==> src/inc/prpo_pkg.sv <==
// constants and types for the power-up clear and the preload/observe test logic
// assumes a single 125 MHz clock and a synchronous power-detect reset
package prpo_pkg;
  // clock rate in MHz and the printed power-up clear limit in microseconds
  localparam int PRPO_CLK_MHZ = 125;
  localparam int PRPO_T_PR_US = 10;
  // longest time, so the cycle count rounds down (exact here)
  localparam int PRPO_PR_CYC = (PRPO_T_PR_US * PRPO_CLK_MHZ);
  // power-up timer width, wide enough for the clear window
  localparam int PRPO_CNT_W = 11;
  // default number of macrocells and the widest array the logic serves
  localparam int PRPO_NCELL_DEF = 16;
  localparam int PRPO_NCELL_MAX = 64;
  // value every flip-flop takes at power-up
  localparam logic PRPO_REG_RST = 1'b0;
  // one-hot operating states
  typedef enum logic [2:0] {
    PRPO_ST_PUR = 3'b001,
    PRPO_ST_RUN = 3'b010,
    PRPO_ST_TEST = 3'b100
  } prpo_state_t;
endpackage

==> src/inc/prpo_tmr_if.sv <==
// carrier between the core and its power-up clear timer
// assumes both ends sit on mclk_i
`timescale 1ns/1ps
interface prpo_tmr_if;
  logic ce; // clock enable passed down to the timer
  logic done; // clear window has run out
  modport ctl (output ce, input done);
  modport tmr (input ce, output done);
endinterface

==> src/rtl/prpo_core.sv <==
// macrocell register array with power-up clear, preload and observe test modes
// assumes a tester drives test_i/preload_i and the pins synchronously to mclk_i
//
// Operation
// - power-up clears every flip-flop low
// - outputs after clear follow programmed polarity; plain combinatorial cells show their live terms instead
// - clear completes within ten microseconds
// - preload writes flip-flops from pin values
// - observe forces output buffers on
// - asserted clear/set terms overwrite preloaded values
// - test forces registered mode, terms zero
// - combinatorial outputs recover after test
// - combinatorial latch content lost in test
`timescale 1ns/1ps
module prpo_core
  import prpo_pkg::*;
#(
  parameter int NCELL = PRPO_NCELL_DEF
) (
  input wire logic mclk_i,
  input wire logic sys_rst_i,
  input wire logic ce_i,
  input wire logic test_i,
  input wire logic preload_i,
  input wire logic [NCELL-1:0] pterm_i,
  input wire logic [NCELL-1:0] pol_cfg_i,
  input wire logic [NCELL-1:0] comb_cfg_i,
  input wire logic [NCELL-1:0] latch_cfg_i,
  input wire logic [NCELL-1:0] oe_cfg_i,
  input wire logic [NCELL-1:0] clr_src_i,
  input wire logic [NCELL-1:0] clr_dst_i,
  input wire logic [NCELL-1:0] set_src_i,
  input wire logic [NCELL-1:0] set_dst_i,
  input wire logic [NCELL-1:0] io_i,
  output logic [NCELL-1:0] io_o,
  output logic [NCELL-1:0] io_oe_n_o,
  output logic [NCELL-1:0] lat_o,
  output logic ready_o,
  output logic test_act_o
);
  ////////////////////////////////////////////////////////////////////////////
  // elaboration check: NCELL must lie between 1 and PRPO_NCELL_MAX
  if (NCELL < 1 || NCELL > PRPO_NCELL_MAX) begin : g_chk
    $error("prpo_core: NCELL out of range");
  end

  ////////////////////////////////////////////////////////////////////////////
  prpo_state_t state_reg; // operating state
  prpo_state_t state_next;
  logic [NCELL-1:0] mc_reg; // macrocell flip-flops
  logic [NCELL-1:0] mc_next;
  logic [NCELL-1:0] lat_reg; // combinatorial latch value, reloaded from the terms each cycle
  logic [NCELL-1:0] lat_next;
  logic [NCELL-1:0] out_reg; // pin data, registered
  logic [NCELL-1:0] out_next;
  logic [NCELL-1:0] oen_reg; // pin enables, active low, registered
  logic [NCELL-1:0] oen_next;
  logic [NCELL-1:0] pt; // product terms after test forcing
  logic clr_hit; // clear term asserted by the register contents
  logic set_hit; // preset term asserted by the register contents

  prpo_tmr_if tmr_if ();

  assign tmr_if.ce = ce_i;

  // power-up window timer
  prpo_pur_timer u_tmr (
    .mclk_i(mclk_i),
    .sys_rst_i(sys_rst_i),
    .tmr(tmr_if)
  );

  // or of selected register bits, shared by the clear and preset terms
  function automatic logic term_hit(input logic [NCELL-1:0] q, input logic [NCELL-1:0] sel);
    term_hit = |(q & sel);
  endfunction

  ////////////////////////////////////////////////////////////////////////////
  // state sequencing
  always_comb begin
    state_next = state_reg;
    case (state_reg)
      PRPO_ST_PUR: begin
        if (tmr_if.done) begin
          state_next = PRPO_ST_RUN;
        end
      end
      PRPO_ST_RUN: begin
        if (test_i) begin
          state_next = PRPO_ST_TEST;
        end
      end
      PRPO_ST_TEST: begin
        if (!test_i) begin
          state_next = PRPO_ST_RUN;
        end
      end
      default: begin
        state_next = PRPO_ST_PUR;
      end
    endcase
  end

  ////////////////////////////////////////////////////////////////////////////
  // register and latch next values
  always_comb begin
    pt = (state_reg == PRPO_ST_TEST) ? '0 : pterm_i;
    clr_hit = term_hit(mc_reg, clr_src_i);
    set_hit = term_hit(mc_reg, set_src_i);
    mc_next = mc_reg;
    // latch lost in test
    // the latch only follows the terms, so zeroed terms wipe it during test
    lat_next = pt;
    case (state_reg)
      PRPO_ST_PUR: begin
        mc_next = {NCELL{PRPO_REG_RST}};
        lat_next = {NCELL{PRPO_REG_RST}};
      end
      // normal clocking from product terms
      PRPO_ST_RUN: begin
        mc_next = pterm_i;
      end
      PRPO_ST_TEST: begin
        if (preload_i) begin
          mc_next = io_i;
        end
      end
      default: begin
        mc_next = {NCELL{PRPO_REG_RST}};
      end
    endcase
    if (state_reg != PRPO_ST_PUR) begin
      if (clr_hit) begin
        mc_next = mc_next & ~clr_dst_i;
      end
      if (set_hit) begin
        mc_next = mc_next | set_dst_i;
      end
    end
  end

  ////////////////////////////////////////////////////////////////////////////
  // pin data and enables, taken from the next state so pins track registers
  always_comb begin
    // polarity over register or live terms
    if (state_next == PRPO_ST_RUN) begin
      out_next = pol_cfg_i ^ ((comb_cfg_i & ~latch_cfg_i & pterm_i)
        | (comb_cfg_i & latch_cfg_i & lat_next) | (~comb_cfg_i & mc_next));
    end else begin
      // registered view only in test and clear
      out_next = pol_cfg_i ^ mc_next;
    end
    // observe overrides enables; preload releases pins
    if (state_next == PRPO_ST_TEST) begin
      oen_next = preload_i ? '1 : '0;
    end else begin
      oen_next = ~oe_cfg_i;
    end
  end

  ////////////////////////////////////////////////////////////////////////////
  // registers only; the clock enable freezes everything except the power-detect reset
  always_ff @(posedge mclk_i) begin
    if (sys_rst_i) begin
      state_reg <= PRPO_ST_PUR;
      mc_reg <= '0;
      lat_reg <= '0;
      out_reg <= '0;
      oen_reg <= '1;
    end else if (ce_i) begin
      state_reg <= state_next;
      mc_reg <= mc_next;
      lat_reg <= lat_next;
      out_reg <= out_next;
      oen_reg <= oen_next;
    end
  end

  assign io_o = out_reg;
  assign io_oe_n_o = oen_reg;
  assign lat_o = lat_reg;
  assign ready_o = (state_reg == PRPO_ST_RUN);
  assign test_act_o = (state_reg == PRPO_ST_TEST);

  ////////////////////////////////////////////////////////////////////////////
  // checking helpers
  logic [PRPO_CNT_W:0] pur_cnt_reg; // cycles seen in the clear state
  logic [NCELL-1:0] comb_exp; // expected plain-combinatorial pin values
  logic [NCELL-1:0] comb_msk; // plain combinatorial cells

  assign comb_exp = pol_cfg_i ^ pterm_i;
  assign comb_msk = comb_cfg_i & ~latch_cfg_i;

  always_ff @(posedge mclk_i) begin
    if (sys_rst_i) begin
      pur_cnt_reg <= '0;
    end else if (ce_i && state_reg == PRPO_ST_PUR) begin
      pur_cnt_reg <= pur_cnt_reg + (PRPO_CNT_W + 1)'(1);
    end
  end
endmodule

==> src/rtl/prpo_pur_timer.sv <==
// counts out the power-up clear window after the power-detect reset
// assumes sys_rst_i marks supply rise and is synchronous to mclk_i
`timescale 1ns/1ps
module prpo_pur_timer
  import prpo_pkg::*;
(
  input wire logic mclk_i,
  input wire logic sys_rst_i,
  prpo_tmr_if.tmr tmr
);
  ////////////////////////////////////////////////////////////////////////////
  localparam logic [PRPO_CNT_W-1:0] LAST = PRPO_CNT_W'(PRPO_PR_CYC - 1);
  logic [PRPO_CNT_W-1:0] cnt_reg; // cycles spent clearing
  logic [PRPO_CNT_W-1:0] cnt_next;

  // window end is a level so the core cannot miss it
  assign tmr.done = (cnt_reg == LAST);

  // next count: stop at the end, never wrap
  always_comb begin
    cnt_next = cnt_reg;
    if (!tmr.done) begin
      cnt_next = cnt_reg + PRPO_CNT_W'(1);
    end
  end

  // register only; frozen while the enable is low
  always_ff @(posedge mclk_i) begin
    if (sys_rst_i) begin
      cnt_reg <= '0;
    end else if (tmr.ce) begin
      cnt_reg <= cnt_next;
    end
  end
endmodule

==> config.mk <==
export PLATFORM = sky130hd
export DESIGN_NAME = prpo_core
export DESIGN_NICKNAME = d
export VERILOG_FILES = /design/src/inc/prpo_pkg.sv /design/src/inc/prpo_tmr_if.sv /design/src/rtl/prpo_core.sv /design/src/rtl/prpo_pur_timer.sv
export SDC_FILE = /design/constraint.sdc
export NUM_CORES = 1
export LEC_CHECK = 0
export BUFFER_PORTS_ARGS = -buffer_cell sky130_fd_sc_hd__buf_2
export CAP_MARGIN = 20
export CORE_ASPECT_RATIO = 0.5
export CORE_MARGIN = 1.5
export CORE_UTILIZATION = 47
export DETAILED_ROUTE_END_ITERATION = 6
export GPL_ROUTABILITY_DRIVEN = 0
export PLACE_DENSITY = 0.81
export SYNTH_ARGS = -nofsm -noshare
export SYNTH_HDL_FRONTEND = slang
export SYNTH_SLANG_ARGS = --single-unit
==> constraint.sdc <==
create_clock -name mclk_i -period 2.62 [get_ports mclk_i]
set_input_delay 0.131 -clock mclk_i [delete_from_list [all_inputs] [get_ports mclk_i]]
set_output_delay 0.131 -clock mclk_i [all_outputs]
set_load 0.01 [all_outputs]
==> results of run 1 <==
routing by layer:
layer,global-route usage,up-vias,routed length [um]
met4,0.124,0,501
met1,0.389,2362,6370
met2,0.504,299,7120
met3,0.0795,58,1560
met5,0,-,0
li1,-,2339,-
synthesized netlist by cell type (16+ instances only):
library cell  count
a211o_1          16
a211oi_1         33
a22oi_1          32
a31oi_1          16
a32o_1           16
a41o_1           16
and3_1           16
clkbuf_1         26
dfxtp_1          78
inv_1            17
mux2_2           16
nand2b_1         19
nor2_1           67
o21ai_0          28
or3_1            16
xnor2_1          19
worst reg2reg max path, stage by stage (launching register included):
cell,delay (ns)
dfxtp_1,0.52
xor2_1,0.22
nand2b_1,0.48
o21ai_0,0.45
xnor2_1,0.16
a32o_1,0.28
a41o_1,0.19
logic make-up after synthesis:
kind of cell	share of synthesized area
compound gates	0.323
xor+xnor	0.0558
fa+ha+maj	0.00569
buf+inv	0.0535
flops	0.355
mux	0.0410
simple gates	0.166
stage by stage:
stage / hold WS, ns / total power (W)
2_1_floorplan: 0.275 / 0.00157
3_3_place_gp: 0.400 / 0.00182
3_5_place_dp: 0.413 / 0.00183
4_1_cts: 0.0604 / 0.00308
5_1_grt: 0.0772 / 0.00318
6_report: 0.0688 / 0.00307
area by class of cell:
cell class / count / area (um^2)
clock buffers: 9 / 225
clock inverters: 7 / 75.1
fillers: 782 / 3030
inverters: 18 / 67.6
multi-input cells: 372 / 2600
flip-flops and latches: 78 / 1560
well taps: 117 / 146
repair buffers: 229 / 1180
power by group:
part           total, W  switching [W]  internal, W
combinational  0.000534       0.000284     0.000250
sequential      0.00129      0.0000453      0.00124
clock           0.00125       0.000510     0.000740
worst max-delay path by stage:
stage                        end  slack, ns  depth (start not counted)
finish                   io_o[5]       0.22                          6
global route             io_o[5]       0.01                          6
floorplan           state_reg[0]       0.76                          6
CTS                      io_o[5]       0.28                          6
detailed placement      io_o[15]       0.39                          7
global placement         io_o[9]       0.44                          7
==> flow_metrics.py, run 1 <==
metrics = {
    "status": {
        "outcome": "finished, violations left",
        "violations": "DRC",
    },
    "floorplan": {
        "die_height_um": 71.4,
        "die_area_um2": 9980,
        "start_util": 0.495,
        "rows": 24,
        "die_w_um": 140,
        "design.core.area_um2": 8890,
        "io_pins": 215,
    },
    "synth": {
        "syn_inst": 506,
        "synth_top_area_cell": "dfxtp_1",
        "ys_seq_area_frac": 0.355,
        "syn_nets": 673,
        "async_flop_share": 0,
        "synth-edff-count": 0,
        "ys_warn_count": 0,
        "syn_area_um2": 4400,
        "ys_ff_latch": 78,
        "yosys-top-cells-area": "dfxtp_1, nor2_1, a211oi_1",
        "yosys.cell_types.count": 40,
        "synth_top_area_share": 0.355,
        "syn_avg_cell_area_um2": 8.69,
        "synth_ff_type": "dfxtp_1",
    },
    "critical_path": {
        "worstRegToRegCells": 6,
        "critPathLaunchType": "flip-flop",
        "crit_path_max_incr_delay_ns": 0.52,
        "rr_endpoint": "io_o[5]",
        "crit_chain": "xor2_1 > nand2b_1 > o21ai_0 > xnor2_1 > a32o_1 > a41o_1",
        "cp_slowest_cell": "dfxtp_1",
        "path_max_fanout": 17,
        "ff2ff_setup_slack_ns": 0.22,
        "worstSetupStartpoint": "state_reg[2]",
        "endpoint_kind": "flip-flop",
        "cp.arrival_ns": 2.63,
        "crit_family": "compound AO/OA/AOI/OAI gates",
        "crit_required_ns": 2.85,
        "critPathBufInv": 0,
        "r2r-start": "state_reg[2]",
        "worst-setup-path-type": "reg -> reg",
    },
    "layout": {
        "fin_cells": 830,
        "syn_to_final_growth_pct": 33.3,
        "utilization": 0.659,
        "drive_gt1_frac": 0.381,
        "fin_area_um2": 5860,
        "final_common_cell": "buf_2",
        "antenna_cells": 0,
        "mostFrequentLayoutCells": "buf_2, dfxtp_1, nor2_1",
        "nNetsFinal": 875,
    },
    "worst_hold_path": {
        "holdPathStages": 3,
        "min_from": "pterm_i[6]",
        "min_to": "lat_o[6]",
        "worst_hold_path_type": "in -> reg",
    },
    "place": {
        "io_buffers": 214,
        "placed_cells": 814,
        "placed_area_um2": 5560,
        "hpwlAfterDp_mm": 11.6,
        "dpl_worst_slack_ns": 0.390,
    },
    "clocking": {
        "cts_buffer_depth": 2,
        "cts_resized": 0,
        "clk_latency_ns": 0.34,
        "cts_setup_buffers": 0,
        "htree_levels": 3,
        "clk_pin_slew_ns": 0.06,
        "cts_buffers": 9,
        "holdBufCountCts": 0,
        "cts.sinks": 78,
        "root_buffer": "clkbuf_16",
        "tritoncts": "done",
    },
    "sta": {
        "min_period_over_period": 0.915,
        "tightest_slew_ns": 0.844,
        "rsz0062_at_grt": "no",
        "skew_ns": 0.00769,
        "tns_ns": 0,
        "setup_viol": 0,
        "relSlewSlack": 0.437,
        "finalMaxSlewViolations": 0,
        "layout_min_cycle_time_ns": 2.40,
        "layout_setup_ws_ns": 0.224,
        "finalHoldViolations": 0,
        "fmax_mhz": 417,
    },
    "drt": {
        "vias_per_cell": 6.09,
        "wl_per_cell_um": 18.7,
        "first_iter_violations": 548,
        "drt_pass1_iterations": 7,
        "drc": 4,
        "ant_nets": 0,
        "vias": 5058,
        "finalWirelength_mm": 15.6,
    },
    "pwr": {
        "vdd_drop_max_uv": 350,
        "p_per_area_nw_per_um2": 524,
        "leakage_nw": 2.74,
    },
    "grt": {
        "grt_pass1_vias": 4786,
        "grt_overflow": 0,
        "grt_pass1_wl_mm": 23.8,
        "grt_max_degree": 51,
        "grt_usage": 0.306,
        "antenna_found_initial": 0,
    },
    "job": {
        "drv_cap": 0,
    },
}
No activity file was read; power rests on OpenSTA's default activity.
==> run 2, diff against run 1 <==
Clock period 2.62 ns to 2.55 ns, I/O delays scaled along.
==> run 2 against run 1 <==
The run still ends with DRC left. Register-to-register slack improved by 0.04 ns. Die area did not move. Combinational power rose by 2%. Setup slack improved by 0.043 ns. Largest cell class unchanged. Critical path depth rose by 1. Largest power group unchanged. Sequential power barely moved. Total power rose by 3.2%. Utilization rose by 0.45 points. Worst hold slack got worse by 0.0018 ns. Critical path type unchanged.
==> flow_metrics.py, run 2 (synthesis results as in run 1) <==
metrics = {
    "status": {
        "outcome": "finished, violations left",
        "violations": "DRC",
    },
    "drt": {
        "ant_nets": 0,
        "vias_per_cell": 5.97,
        "met2_length_mm": 7.15,
        "drc": 8,
        "vias": 4978,
        "first_iter_violations": 518,
        "drt_pass1_iterations": 7,
        "wl_met3_mm": 1.51,
        "wl_per_cell_um": 18.7,
        "finalWirelength_mm": 15.6,
        "highest_layer": "met4",
        "drt-met1-wl_mm": 6.50,
    },
    "sta": {
        "min_period_over_period": 0.895,
        "setup_viol": 0,
        "tns_ns": 0,
        "fmax_mhz": 438,
        "layout_min_cycle_time_ns": 2.28,
        "finalMaxSlewViolations": 0,
        "layout_setup_ws_ns": 0.267,
        "relSlewSlack": 0.492,
        "tightest_slew_ns": 0.761,
        "rsz0062_at_grt": "no",
        "skew_ns": 0.00484,
        "finalHoldViolations": 0,
    },
    "critical_path": {
        "path_max_fanout": 14,
        "endpoint_kind": "flip-flop",
        "cp.arrival_ns": 2.51,
        "worstRegToRegCells": 7,
        "crit_required_ns": 2.77,
        "critPathLaunchType": "flip-flop",
        "worst-setup-path-type": "reg -> reg",
    },
    "pwr": {
        "vdd_drop_max_uv": 333,
        "leakage_nw": 2.75,
        "p_per_area_nw_per_um2": 537,
    },
    "floorplan": {
        "io_pins": 215,
        "die_height_um": 71.4,
        "start_util": 0.495,
        "design.core.area_um2": 8890,
        "rows": 24,
        "die_w_um": 140,
        "die_area_um2": 9980,
    },
    "layout": {
        "mostFrequentLayoutCells": "buf_2, dfxtp_1, nor2_1",
        "utilization": 0.664,
        "multi_input_area_um2": 2600,
        "nNetsFinal": 878,
        "num-fill-cells": 764,
        "final_common_cell": "buf_2",
        "register_area_um2": 1560,
        "syn_to_final_growth_pct": 34.2,
        "drive_gt1_frac": 0.381,
    },
    "job": {
        "drv_cap": 0,
    },
    "grt": {
        "grt_overflow": 0,
        "antenna_found_initial": 0,
        "grt_max_degree": 51,
        "grt_usage": 0.311,
        "grt_pass1_wl_mm": 23.8,
        "grt_pass1_vias": 4611,
    },
    "clocking": {
        "clk_pin_slew_ns": 0.06,
        "cts_buffer_depth": 2,
        "cts.sinks": 78,
        "cts_setup_buffers": 0,
        "root_buffer": "clkbuf_16",
        "holdBufCountCts": 0,
        "tritoncts": "done",
        "htree_levels": 3,
        "cts_resized": 0,
        "clk_latency_ns": 0.34,
        "cts_buffers": 9,
    },
    "worst_hold_path": {
        "worst_hold_path_type": "in -> reg",
        "holdPathStages": 3,
    },
    "place": {
        "hpwlAfterDp_mm": 11.5,
        "io_buffers": 214,
        "dpl_worst_slack_ns": 0.421,
    },
}
-- run 2: cell types whose count changed in the layout (fill, tap and decap cells not counted) --
cell and change:
clkbuf_8 +2, clkbuf_1 +2, clkinv_4 -4, diode_2 +1, clkinvlp_4 +1, clkinv_2 -1, buf_4 +2, buf_12 +1
-- run 2: metal layers --
metal / GRT usage / up-vias
li1: - / 2340
met1: 0.404 / 2314
met4: 0.122 / 0
met2: 0.500 / 278
met5: 0 / -
met3: 0.0862 / 46
-- run 2: power breakdown --
part	internal (W)	total [W]	switching (W)
Combinational	0.000259	0.000545	0.000287
Sequential	0.00128	0.00132	0.0000455
Clock	0.000810	0.00130	0.000493
Total	0.00235	0.00317	0.000825
-- run 2: path summary, 6_finish.rpt --
kind,from,endpoint,slack (ns)
setup / recovery,mc_reg[15],mc_reg[3],0.27
hold / removal,pterm_i[2],lat_o[2],0.07
setup reg to reg,mc_reg[15],mc_reg[3],0.27
hold reg to reg,io_oe_n_o[14],io_oe_n_o[14],0.46
-- run 2: layout make-up --
cell class / count / share of cell area
repair buffers: 232 / 0.207
well taps: 117 / 0.0248
inverters: 18 / 0.0115
flip-flops and latches: 78 / 0.265
diodes: 1 / 0.000424
multi-input cells: 372 / 0.441
clock inverters: 3 / 0.00721
clock buffers: 13 / 0.0441
-- run 2: worst max-delay path, cell delays in order, from the launching register on --
cell and delay [ns]:
dfxtp_1 0.37, a22o_1 0.23, a221oi_1 0.34, nand4_1 0.25, buf_4 0.28, a31oi_1 0.26, nor2_1 0.08, a211oi_1 0.34
-- run 2: stage by stage --
step	power (W)	cell area (um^2)	std cells	hold slack [ns]
floorplan	0.00161	4400	506	0.272
global placement	0.00187	5600	817	0.401
detailed placement	0.00188	5600	817	0.410
CTS	0.00317	5900	833	0.0599
global route	0.00329	5900	833	0.0705
finish	0.00317	5900	834	0.0670
